## src/hw/gyro_link_pkg.sv

```systemverilog
/*
 Constants and types for the host side serial register controller.
 Assumes a 100 MHz core clock and one gyroscope slave reached over I2C or 4-wire SPI.
*/
package gyro_link_pkg;
	localparam int CLK_PERIOD_NS = 10;
	localparam int SPI_SCLK_PERIOD_NS = 1000;
	localparam int I2C_SCL_PERIOD_NS = 2500;
	// quarter of a link clock period, rounded up so the rate is never exceeded
	localparam logic [7:0] QTR_SPI = 8'((SPI_SCLK_PERIOD_NS + 4 * CLK_PERIOD_NS - 1)
		/ (4 * CLK_PERIOD_NS));
	localparam logic [7:0] QTR_I2C = 8'((I2C_SCL_PERIOD_NS + 4 * CLK_PERIOD_NS - 1)
		/ (4 * CLK_PERIOD_NS));
	localparam logic [5:0] I2C_ADDR_FIXED = 6'h34;
	localparam logic I2C_DIR_WRITE = 1'h0;
	localparam logic I2C_DIR_READ = 1'h1;
	localparam logic SPI_DIR_READ = 1'h1;
	localparam logic SPI_DIR_WRITE = 1'h0;
	localparam logic [3:0] I2C_ACK_BIT = 4'h8;
	localparam logic [3:0] SPI_LAST_BIT = 4'h7;
	localparam logic [1:0] Q_DRIVE = 2'h0;
	localparam logic [1:0] Q_RISE = 2'h1;
	localparam logic [1:0] Q_SAMPLE = 2'h2;
	localparam logic [1:0] Q_FALL = 2'h3;
	localparam logic [7:0] RX_IDLE_BYTE = 8'hFF;
	localparam int BYTE_W = 8;
	localparam int RD_BUF_DEPTH = 2;
	typedef enum logic [2:0] {S_IDLE, S_START, S_LOAD, S_BIT, S_STOP} state_t;
	typedef enum logic [1:0] {SEG_ADDR, SEG_REG, SEG_RADDR, SEG_DATA} seg_t;
endpackage

```

## src/hw/gyro_host_ctrl.sv

```systemverilog
/*
 Host controller that drives a gyroscope register port over I2C or SPI, plus its
 two-flop synchroniser and the two-entry read buffer.
 Assumes external pull-ups on SDA and SCL and a slave on the SPI pins with its own chip select.
*/
`timescale 1ns/1ns
// two-flop synchroniser for a pin input
module pin_sync2 (
	input wire logic i_core_clk,
	input wire logic i_rst,
	input wire logic i_d,
	output logic o_q
);
	logic meta_r;
	always_ff @(posedge i_core_clk) begin
		if (i_rst) begin
			meta_r <= 1'h1;
			o_q <= 1'h1;
		end else begin
			meta_r <= i_d;
			o_q <= meta_r;
		end
	end
endmodule

// small shift buffer, head entry always at index zero
module byte_skid_buf #(
	parameter int W = 8,
	parameter int DEPTH = 2
) (
	input wire logic i_core_clk,
	input wire logic i_rst,
	input wire logic i_in_valid,
	output logic o_in_ready,
	input wire logic [W-1:0] i_in_data,
	output logic o_out_valid,
	input wire logic i_out_ready,
	output logic [W-1:0] o_out_data
);
	localparam int CW = $clog2(DEPTH + 1);
	logic [W-1:0] mem_r [DEPTH];
	logic [CW-1:0] count_r;
	logic [CW-1:0] count_nxt;
	logic push;
	logic pop;
	logic [CW-1:0] widx;
	assign o_in_ready = count_r < CW'(DEPTH);
	assign pop = o_out_valid && i_out_ready;
	assign push = i_in_valid && o_in_ready;
	assign widx = count_r - CW'(pop);
	assign count_nxt = count_r + CW'(push) - CW'(pop);
	assign o_out_data = mem_r[0];
	// occupancy and registered valid
	always_ff @(posedge i_core_clk) begin
		if (i_rst) begin
			count_r <= '0;
			o_out_valid <= 1'h0;
		end else begin
			count_r <= count_nxt;
			o_out_valid <= count_nxt != '0;
		end
	end
	// storage: shift on pop, write behind the last kept entry
	always_ff @(posedge i_core_clk) begin
		for (int i = 0; i < DEPTH; i++) begin
			if (push && widx == CW'(i)) begin
				mem_r[i] <= i_in_data;
			end else if (pop && i < DEPTH - 1) begin
				mem_r[i] <= mem_r[i+1];
			end
		end
	end
endmodule

module gyro_host_ctrl
	import gyro_link_pkg::*;
(
	input wire logic i_core_clk,
	input wire logic i_rst,
	input wire logic i_cmd_valid,
	output logic o_cmd_ready,
	input wire logic i_cmd_spi,
	input wire logic i_cmd_read,
	input wire logic [7:0] i_cmd_reg,
	input wire logic [7:0] i_cmd_len,
	input wire logic i_address_select_pin,
	input wire logic i_wr_valid,
	output logic o_wr_ready,
	input wire logic [7:0] i_wr_data,
	output logic o_rd_valid,
	input wire logic i_rd_ready,
	output logic [7:0] o_rd_data,
	output logic o_busy,
	output logic o_done,
	output logic o_ack_err,
	input wire logic i_scl,
	output logic o_scl_out,
	output logic o_scl_oe,
	input wire logic i_sda,
	output logic o_sda_out,
	output logic o_sda_oe,
	output logic o_sclk,
	output logic o_cs_n,
	output logic o_mosi,
	input wire logic i_miso
);
	state_t state_r;
	seg_t seg_r;
	logic spi_r, rd_r, addr_sel_r, nack_r, push_r, buf_ready;
	logic [7:0] reg_r, cnt_r, shreg_r, qcnt_r, qtr_len;
	logic [3:0] bit_r, last_bit;
	logic [1:0] q_r;
	logic scl_s, sda_s, miso_s, stretch, tick, timed, rx;

	pin_sync2 u_scl (.i_core_clk(i_core_clk), .i_rst(i_rst), .i_d(i_scl), .o_q(scl_s));
	pin_sync2 u_sda (.i_core_clk(i_core_clk), .i_rst(i_rst), .i_d(i_sda), .o_q(sda_s));
	pin_sync2 u_miso (.i_core_clk(i_core_clk), .i_rst(i_rst), .i_d(i_miso), .o_q(miso_s));

	byte_skid_buf #(.W(BYTE_W), .DEPTH(RD_BUF_DEPTH)) u_rdbuf (
		.i_core_clk(i_core_clk),
		.i_rst(i_rst),
		.i_in_valid(push_r),
		.o_in_ready(buf_ready),
		.i_in_data(shreg_r),
		.o_out_valid(o_rd_valid),
		.i_out_ready(i_rd_ready),
		.o_out_data(o_rd_data)
	);

	// quarter-period timer; a slave holding SCL low freezes it
	assign qtr_len = spi_r ? QTR_SPI : QTR_I2C;
	assign stretch = !spi_r && !o_scl_oe && !scl_s;
	assign timed = state_r == S_START || state_r == S_BIT || state_r == S_STOP;
	assign tick = timed && !stretch && qcnt_r == qtr_len - 8'h01;
	assign rx = rd_r && seg_r == SEG_DATA;
	assign last_bit = spi_r ? SPI_LAST_BIT : I2C_ACK_BIT;
	assign o_scl_out = 1'h0;
	assign o_sda_out = 1'h0;

	always_ff @(posedge i_core_clk) begin
		if (i_rst || !timed || tick) begin
			qcnt_r <= 8'h00;
		end else if (!stretch) begin
			qcnt_r <= qcnt_r + 8'h01;
		end
	end

	// transfer sequencer and pin drive
	always_ff @(posedge i_core_clk) begin
		if (i_rst) begin
			state_r <= S_IDLE;
			seg_r <= SEG_ADDR;
			{spi_r, rd_r, addr_sel_r, nack_r, push_r} <= '0;
			{reg_r, cnt_r, shreg_r} <= '0;
			bit_r <= 4'h0;
			q_r <= Q_DRIVE;
			{o_cmd_ready, o_wr_ready, o_busy, o_done, o_ack_err} <= '0;
			{o_scl_oe, o_sda_oe, o_sclk, o_mosi} <= '0;
			o_cs_n <= 1'h1;
		end else begin
			push_r <= 1'h0;
			o_done <= 1'h0;
			if (tick) begin
				q_r <= q_r + 2'h1;
			end
			case (state_r)
			S_IDLE: begin
				q_r <= Q_DRIVE;
				o_cmd_ready <= 1'h1;
				if (o_cmd_ready && i_cmd_valid) begin
					o_cmd_ready <= 1'h0;
					o_busy <= 1'h1;
					o_ack_err <= 1'h0;
					nack_r <= 1'h0;
					spi_r <= i_cmd_spi;
					rd_r <= i_cmd_read;
					reg_r <= i_cmd_reg;
					cnt_r <= i_cmd_len;
					addr_sel_r <= i_address_select_pin;
					seg_r <= i_cmd_spi ? SEG_REG : SEG_ADDR;
					state_r <= S_START;
				end
			end
			S_START: if (tick) begin
				case (q_r)
				Q_DRIVE: begin
					o_sda_oe <= 1'h0;
					o_cs_n <= !spi_r;
				end
				Q_RISE: o_scl_oe <= 1'h0;
				Q_SAMPLE: o_sda_oe <= !spi_r;
				default: begin
					o_scl_oe <= !spi_r;
					state_r <= S_LOAD;
				end
				endcase
			end
			S_LOAD: begin
				q_r <= Q_DRIVE;
				bit_r <= 4'h0;
				case (seg_r)
				SEG_ADDR: begin
					shreg_r <= {I2C_ADDR_FIXED, addr_sel_r, I2C_DIR_WRITE};
					state_r <= S_BIT;
				end
				SEG_RADDR: begin
					shreg_r <= {I2C_ADDR_FIXED, addr_sel_r, I2C_DIR_READ};
					state_r <= S_BIT;
				end
				SEG_REG: begin
					shreg_r <= spi_r ? {rd_r ? SPI_DIR_READ : SPI_DIR_WRITE, reg_r[6:0]} : reg_r;
					state_r <= S_BIT;
				end
				default: begin
					if (rd_r) begin
						// room for this byte, checked once the last one has finished entering
						if (buf_ready && !push_r) begin
							shreg_r <= RX_IDLE_BYTE;
							state_r <= S_BIT;
						end
					end else if (o_wr_ready && i_wr_valid) begin
						o_wr_ready <= 1'h0;
						shreg_r <= i_wr_data;
						state_r <= S_BIT;
					end else begin
						o_wr_ready <= 1'h1;
					end
				end
				endcase
			end
			S_BIT: if (tick) begin
				case (q_r)
				Q_DRIVE: begin
					if (spi_r) begin
						o_mosi <= !rx && shreg_r[7];
					end else if (bit_r == I2C_ACK_BIT) begin
						o_sda_oe <= rx && cnt_r != 8'h00;
					end else begin
						o_sda_oe <= !rx && !shreg_r[7];
					end
				end
				Q_RISE: begin
					o_scl_oe <= 1'h0;
					o_sclk <= spi_r;
				end
				Q_SAMPLE: begin
					if (!spi_r && bit_r == I2C_ACK_BIT) begin
						nack_r <= !rx && sda_s;
					end else begin
						shreg_r <= {shreg_r[6:0], spi_r ? miso_s : sda_s};
					end
				end
				default: begin
					o_scl_oe <= !spi_r;
					o_sclk <= 1'h0;
					bit_r <= bit_r + 4'h1;
					if (bit_r == last_bit) begin
						push_r <= rx;
						state_r <= S_LOAD;
						case (seg_r)
						SEG_ADDR: seg_r <= SEG_REG;
						SEG_REG: begin
							seg_r <= (rd_r && !spi_r) ? SEG_RADDR : SEG_DATA;
							if (rd_r && !spi_r) begin
								state_r <= S_START;
							end
						end
						SEG_RADDR: seg_r <= SEG_DATA;
						default: begin
							if (cnt_r == 8'h00) begin
								state_r <= S_STOP;
							end else begin
								cnt_r <= cnt_r - 8'h01;
							end
						end
						endcase
						if (nack_r) begin
							o_ack_err <= 1'h1;
							push_r <= 1'h0;
							state_r <= S_STOP;
						end
					end
				end
				endcase
			end
			S_STOP: if (tick) begin
				case (q_r)
				Q_DRIVE: o_sda_oe <= !spi_r;
				Q_RISE: o_scl_oe <= 1'h0;
				Q_SAMPLE: begin
					o_sda_oe <= 1'h0;
					o_cs_n <= 1'h1;
				end
				default: begin
					o_busy <= 1'h0;
					o_done <= 1'h1;
					state_r <= S_IDLE;
				end
				endcase
			end
			default: state_r <= S_IDLE;
			endcase
		end
	end

	// checks on the link pins and the sequencer
	chk_cs_idle_high: assert property (@(posedge i_core_clk) disable iff (i_rst)
		state_r == S_IDLE |-> o_cs_n) else $error("chip select low while idle");
	chk_sda_fall_start: assert property (@(posedge i_core_clk) disable iff (i_rst)
		(!o_scl_oe && $rose(o_sda_oe)) |-> state_r == S_START)
		else $error("sda fell with scl high outside start");
	chk_sda_rise_stop: assert property (@(posedge i_core_clk) disable iff (i_rst)
		(!spi_r && !o_scl_oe && $fell(o_sda_oe)) |-> state_r == S_STOP)
		else $error("sda rose with scl high outside stop");
	chk_ack_slot_free: assert property (@(posedge i_core_clk) disable iff (i_rst)
		(!spi_r && state_r == S_BIT && bit_r == I2C_ACK_BIT && !rx && q_r == Q_RISE)
		|-> !o_sda_oe) else $error("host drives sda in slave ack slot");
	chk_read_ack_nack: assert property (@(posedge i_core_clk) disable iff (i_rst)
		(!spi_r && state_r == S_BIT && bit_r == I2C_ACK_BIT && rx && q_r == Q_SAMPLE)
		|-> o_sda_oe == (cnt_r != 8'h00)) else $error("wrong ack on read byte");
	chk_dev_addr_write: assert property (@(posedge i_core_clk) disable iff (i_rst)
		(state_r == S_LOAD && seg_r == SEG_ADDR)
		|=> shreg_r == {I2C_ADDR_FIXED, addr_sel_r, I2C_DIR_WRITE})
		else $error("bad slave address byte");
	chk_read_dir_bit: assert property (@(posedge i_core_clk) disable iff (i_rst)
		(state_r == S_LOAD && seg_r == SEG_RADDR) |=> shreg_r[0] == I2C_DIR_READ)
		else $error("read address lacks read bit");
	chk_mosi_on_fall: assert property (@(posedge i_core_clk) disable iff (i_rst)
		$changed(o_mosi) |-> !o_sclk) else $error("mosi moved with sclk high");
	chk_msb_first: assert property (@(posedge i_core_clk) disable iff (i_rst)
		(spi_r && !rx && state_r == S_BIT && q_r == Q_RISE && !tick)
		|-> o_mosi == shreg_r[7]) else $error("mosi not msb of shift register");
	chk_sclk_high_time: assert property (@(posedge i_core_clk) disable iff (i_rst)
		$rose(o_sclk) |-> o_sclk [*8]) else $error("sclk high phase too short");
	chk_spi_two_bytes: assert property (@(posedge i_core_clk) disable iff (i_rst)
		(spi_r && state_r == S_STOP) |-> seg_r == SEG_DATA)
		else $error("spi frame ended before a data byte");
	chk_burst_next: assert property (@(posedge i_core_clk) disable iff (i_rst)
		(tick && state_r == S_BIT && q_r == Q_FALL && bit_r == last_bit
		&& seg_r == SEG_DATA && cnt_r != 8'h00 && !nack_r)
		|=> state_r == S_LOAD && seg_r == SEG_DATA) else $error("burst did not continue");
endmodule

```

## config.mk

```make
export PLATFORM = sky130hd
export DESIGN_NAME = gyro_host_ctrl
export DESIGN_NICKNAME = d
export VERILOG_FILES = /design/src/hw/gyro_link_pkg.sv /design/src/hw/gyro_host_ctrl.sv
export SDC_FILE = /design/constraint.sdc
export NUM_CORES = 1
export LEC_CHECK = 0
export BUFFER_PORTS_ARGS = -buffer_cell sky130_fd_sc_hd__buf_2
export CAP_MARGIN = 25
export CELL_PAD_IN_SITES_DETAIL_PLACEMENT = 1
export CELL_PAD_IN_SITES_GLOBAL_PLACEMENT = 2
export CORE_MARGIN = 1
export CORE_UTILIZATION = 40
export CTS_BUF_LIST = sky130_fd_sc_hd__clkbuf_8
export CTS_CLUSTER_DIAMETER = 50
export DETAILED_ROUTE_END_ITERATION = 16
export GPL_ROUTABILITY_DRIVEN = 0
export GPL_TIMING_DRIVEN = 0
export PLACE_DENSITY = 0.95
export SETUP_SLACK_MARGIN = 0.2
export SYNTH_ARGS = -nofsm -noshare
export SYNTH_HDL_FRONTEND = slang
export SYNTH_HIERARCHICAL = 1
export SYNTH_SLANG_ARGS = --single-unit
```

## constraint.sdc

```tcl
create_clock -name i_core_clk -period 6.53 [get_ports i_core_clk]
set_clock_uncertainty 0.15 [all_clocks]
set_input_delay 1.306 -clock i_core_clk [delete_from_list [all_inputs] [get_ports i_core_clk]]
set_output_delay 1.306 -clock i_core_clk [all_outputs]
set_load 0.01 [all_outputs]
```

**Yosys cells after proc, flatten, opt, wreduce, memory -nomap -nowiden**

Memory sizes are Yosys's and may differ from the RTL's.
Index checks and enable logic that the tools add are counted.

- Add/subtract/negate cells: 8
- Magnitude comparators: 1
- Equal/unequal tests: 41
- Multiplexer cells: 96
- Bitwise logic cells: 8
- Reduce and logical (&&, ||, !) cells: 67

Operators by type and width:

| kind | number |
|---|---|
| $mux W8 | 15 |
| $mux W3 | 14 |
| $mux W1 | 40 |
| $pmux W8 S2 | 2 |
| $ne A2 B2 Y1 const B | 13 |
| $pmux W8 S3 | 1 |
| $logic_and A1 B1 Y1 | 18 |
| $pmux W1 S2 | 9 |
| $reduce_and A6 Y1 | 3 |
| $ne A2 B1 Y1 const B | 8 |
| $reduce_or A8 Y1 | 2 |
| $pmux W3 S5 | 1 |
| $reduce_and A5 Y1 | 3 |
| $mux W4 | 3 |
| $ne A6 B6 Y1 const B | 2 |
| $reduce_bool A2 Y1 | 6 |
| $reduce_or A3 Y1 | 4 |
| $mux W2 | 5 |
| $reduce_and A10 Y1 | 1 |
| $reduce_and A3 Y1 | 3 |
| $add A8 B1 Y8 const B | 1 |
| $eq A8 B8 Y1 | 1 |
| $logic_not A1 Y1 | 8 |
| $logic_not A8 Y1 | 1 |
| 35 further kinds | 57 |

- Bits in registers: 67
- RAM bits: 16
- Input bits: 35
- Output and inout port bits: 21
- Logic and storage cells: 253
- Memories: 1

Memory list:

| name | depth | width | read ports | clocked after Yosys merged registers in | write ports | line | source |
|---|---|---|---|---|---|---|---|
| u_rdbuf.mem_r | 2 | 8 | 2 | 0 | 1 | gyro_host_ctrl.sv:41 | `logic [W-1:0] mem_r [DEPTH];` |

**Depth between registers and ports, before layout**

- Depth after elaboration: 9
- Gate-level depth with buffers: 9
- Mapped depth without buffers: 8

**By module**

The synthesis kept the hierarchy.

Modules (own cells, without submodules):

| module | instances | cells each | area an instance (um2) | seq. area each (um2) |
|---|---|---|---|---|
| gyro_host_ctrl | 1 | 410 | 3329.4 | 1161.1 |
| byte_skid_buf | 1 | 52 | 823.3 | 540.5 |
| pin_sync2 | 3 | 4 | 52.6 | 40.0 |

**Worst setup path before layout**

No wires, ideal clock.

- Kind: in2reg
- From: in i_cmd_valid
- To: reg cnt_r[1]
- Setup time: 0.133 ns
- Data arrival time: 2.545 ns
- Required time: 6.247 ns
- Path slack: 3.702 ns
- Stages: 8
- Path buffers: 2
- Path through: nand2_1 > nor4_1 > buf_2 > a21oi_1 > or2_0 > buf_2 > a2111oi_4 > a211oi_2

- Word-level cells in the longest chain between the ends: 3

Ends and longest elaborated chain:

| what | line | source |
|---|---|---|
| start, declared | gyro_host_ctrl.sv:80 | `input wire logic i_cmd_valid,` |
| $logic_and A1 B1 Y1 | gyro_host_ctrl.sv:170 | `if (o_cmd_ready && i_cmd_valid) begin` |
| $ne A2 B2 Y1 (no line) | - |  |
| $reduce_and A7 Y1 (no line) | - |  |
| end signal, assigned | gyro_host_ctrl.sv:178 | `cnt_r <= i_cmd_len;` |
| end signal, assigned | gyro_host_ctrl.sv:273 | `cnt_r <= cnt_r - 8'h01;` |
| end, declared | gyro_host_ctrl.sv:110 | `logic [7:0] reg_r, cnt_r, shreg_r, qcnt_r, qtr_len;` |

Every way passes these cells.
A chain may end at the register's enable or synchronous reset.

**Worst setup path in the final report**

- From: in i_cmd_valid
- To: reg cnt_r[4]

The elaborated chain is that of the path after synthesis.

==> impl_metrics.csv <==
group,metric,value,unit
run_status,status,"finished clean",
placed_design,io_buffers,53,
synthesis,yosys_most_used_dff,"dfxtp_1",
grt,grt_overflow,0,
clock_network,cts_hold_buf,0,
clock_network,cts_max_level,3,
synthesis,synth_top_cell_area_share,31.1,%
clock_network,cts_root_buffer,"clkbuf_8",
timing,period_minus_slack,2.80,ns
power_and_ir_drop,combinationalPowerShare,19.7,%
critical_path,critPathMaxFanout,10,
power_and_ir_drop,switching_share,31.6,%
job,drv_cap,0,
clock_network,clockBufferDepth,2,
final_layout,num_antenna_cells,0,
synthesis,syn_inst,474,
detailed_routing,via_per_inst,5.48,
critical_path,crit_type,"in -> reg",
critical_path,worst_setup_path_start_kind,"input pin",
final_layout,nets,590,
floorplanning,die_h,106,um
placed_design,place_hpwl,9270,um
critical_path,worstPathRequired,6.61,ns
synthesis,ys_seq_area_share,42.3,%
floorplanning,initial_core_util,41.6,%
critical_path,crit_slowest_cell,"buf_2",
detailed_routing,routedWlPerCell,18.2,um
critical_path,cp_common_cell,"buf_2",
detailed_routing,num_vias,3735,
clock_network,clock_latency,0.36,ns
power_and_ir_drop,leakage,1.93,nW
grt,grt_usage,23.0,%
synthesis,ys.warnings.count,6,
critical_path,cpPeakStageDelay,0.32,ns
floorplanning,dieWidth,106,um
synthesis,synth_seq_cells,83,
final_layout,layout-drive-gt1-share,19.6,%
detailed_routing,dr.first_iter.drc_count,204,
synthesis,syn_avg_cell_area,9.09,um2
timing,rsz0062_at_grt,"no",
synthesis,synthesis.area,4310,um2
critical_path,crit_chain,"buf_2 > nand2_1 > nor4_1 > buf_2 > a21oi_1 > or2_0 > buf_2 > o311ai_1 > o31ai_1",
power_and_ir_drop,seq_power_share,49.8,%
floorplanning,rows,37,
final_layout,layout_common_cells,"nor2_1 (69), dfxtp_1 (67), buf_2 (58)",
timing,finalSetupTns,0,ns
clock_network,cts_resized,0,
final_layout,final_cells,681,
power_and_ir_drop,p_int,0.787,mW
synthesis,synthTopCellsByArea,"dfxtp_1 (31%), edfxtp_1 (11%), nor2_1 (6.0%), mux2i_1 (5.1%), ha_1 (4.4%)",
critical_path,end_kind,"flop",
detailed_routing,ant_nets,0,
power_and_ir_drop,p_clk_share,30.5,%
final_layout,final_common_cell,"nor2_1",
floorplanning,ios,56,
grt,grt_max_degree,16,
grt,grt_first_pass_wirelength,19800,um
synthesis,synth_cell_types,69,
timing,finalHoldViolations,0,
final_layout,areaGrowthSynthToFinish,14.5,%
power_and_ir_drop,power_density,233,nW/um2
timing,fin_crit_sh,42.8,%
clock_network,cts_tree,"built",
grt,grt_pass1_vias,3768,
power_and_ir_drop,ir_worst_vdd,102,uV
placed_design,dp.cells,664,
floorplanning,core-area,10400,um2
hold_path,min_path_type,"reg -> reg",
timing,clock.fmax,358,MHz
detailed_routing,first_pass_iters,4,
clock_network,path_clk_slew,0.09,ns
detailed_routing,routed_wl,12400,um
clock_network,cts_made_buffers,9,
timing,worst_pin_slew,0.943,ns
floorplanning,fp.dieArea,11200,um2
synthesis,ys_async_sr_fraction,0,%
clock_network,clock_sinks,83,
grt,antenna_found_initial,0,
detailed_routing,remaining_drc_errors,0,
synthesis,synth_top_cell_by_area,"dfxtp_1",
timing,slew_headroom,36.6,%
timing,drv_slew,0,
synthesis,synth-edff-count,16,
timing,final-setup-viol-count,0,
critical_path,critPathArrivalTime,2.88,ns
clock_network,cts_post_setup_buffers_inserted,0,
power_and_ir_drop,power.switching,0.363,mW
sequential cells by signal, summed over array words and instances (netlist names), 2 cells and up:
name,count
qcnt_r,8
seg_r,2
u_rdbuf/count_r,2
state_r,3
u_rdbuf/mem_r,16
shreg_r,8
reg_r,8
cnt_r,8
q_r,2
bit_r,4
kinds of logic (layout without fill, tap and decap cells):
| logic type | after synthesis | count (layout) | share of synthesized area (%) |
|---|---|---|---|
| flip-flops | 83 | 83 | 42.3 |
| AND/OR/NAND/NOR | 174 | 174 | 20.1 |
| AO/OA/AOI/OAI | 109 | 109 | 17.9 |
| multiplexers | 31 | 31 | 7.46 |
| XOR/XNOR | 10 | 10 | 2.03 |
| other | 1 | 2 | 0.0870 |
| adder cells (fa/ha/maj) | 15 | 15 | 4.35 |
| buffers and inverters | 51 | 121 | 5.81 |
cell usage after synthesis, types with 2 or more instances:
cell type,number
nand3_1,8
a21o_1,3
buf_1,3
a21oi_1,37
xor2_1,6
ha_1,15
nor2b_1,2
o22ai_1,3
o211ai_1,7
nand2b_1,4
o311ai_1,6
o31ai_1,6
and2_1,3
nor4b_1,2
xnor2_1,4
or2_1,6
mux2i_1,22
dfxtp_1,67
buf_6,2
inv_1,14
mux2_2,9
nand4_1,5
o32ai_1,3
nor4_1,3
a211o_1,2
a22oi_1,2
nor2_1,69
clkbuf_1,17
or4b_1,2
nand2_1,39
nand4b_1,2
o21ai_0,12
buf_4,10
a31oi_1,4
edfxtp_1,16
and3_1,7
a211oi_1,6
buf_2,5
nor3_1,11
metrics by stage:
stage,util [%],setup WS [ns],power [mW],cell area [um2],hold WS [ns]
6_report,47.6,3.73,1.15,4940,0.273
3_5_place_dp,45.8,3.37,0.808,4750,0.247
3_3_place_gp,45.8,3.37,0.800,4750,0.242
5_1_grt,47.6,3.57,1.21,4940,0.289
4_1_cts,47.5,3.76,1.15,4930,0.275
2_1_floorplan,-,3.70,0.734,4310,0.235
critical path, delay by kind of cell:
family,cells,cell delay (ns)
and+or+nand+nor,3,0.46
buffers and inverters,3,0.59
AOI/OAI and AO/OA,3,0.52
power groups by stage:
stage / Combinational, mW / Sequential [mW] / Clock [mW]
detailed placement: 0.223 / 0.585 / 0
global route: 0.248 / 0.576 / 0.381
finish: 0.227 / 0.573 / 0.350
floorplan: 0.153 / 0.581 / 0
CTS: 0.225 / 0.573 / 0.355
global placement: 0.217 / 0.583 / 0
final timing paths:
kind,depth (start not counted),slack [ns],end,start
setup / recovery,9,3.73,cnt_r[4],i_cmd_valid
hold / removal,1,0.27,u_sda/o_q,u_sda/meta_r
hold reg to reg,1,0.27,u_sda/o_q,u_sda/meta_r
setup reg to reg,6,3.86,cnt_r[0],cnt_r[2]
area by class of cell:
type | instances | area [um2]
Timing Repair Buffer | 54 | 273
Buffer | 37 | 198
Sequential cell | 83 | 1820
Clock inverter | 6 | 41.3
Fill cell | 1257 | 5430
Multi-Input combinational cell | 341 | 2240
Clock buffer | 10 | 138
Tap cell | 136 | 170
Inverter | 14 | 52.6
per-layer routing:
layer / part of all wire [%] / vias to the layer above / global-route usage [%] / wire (um)
met5: 0 / - / 0 / 0
met4: 1.5 / 0 / 8.04 / 187
met3: 5.1 / 13 / 4.70 / 625
met2: 48 / 71 / 37.6 / 5940
met1: 45 / 1831 / 30.1 / 5620
li1: - / 1820 / - / -
(Power assumes the default switching activity.)
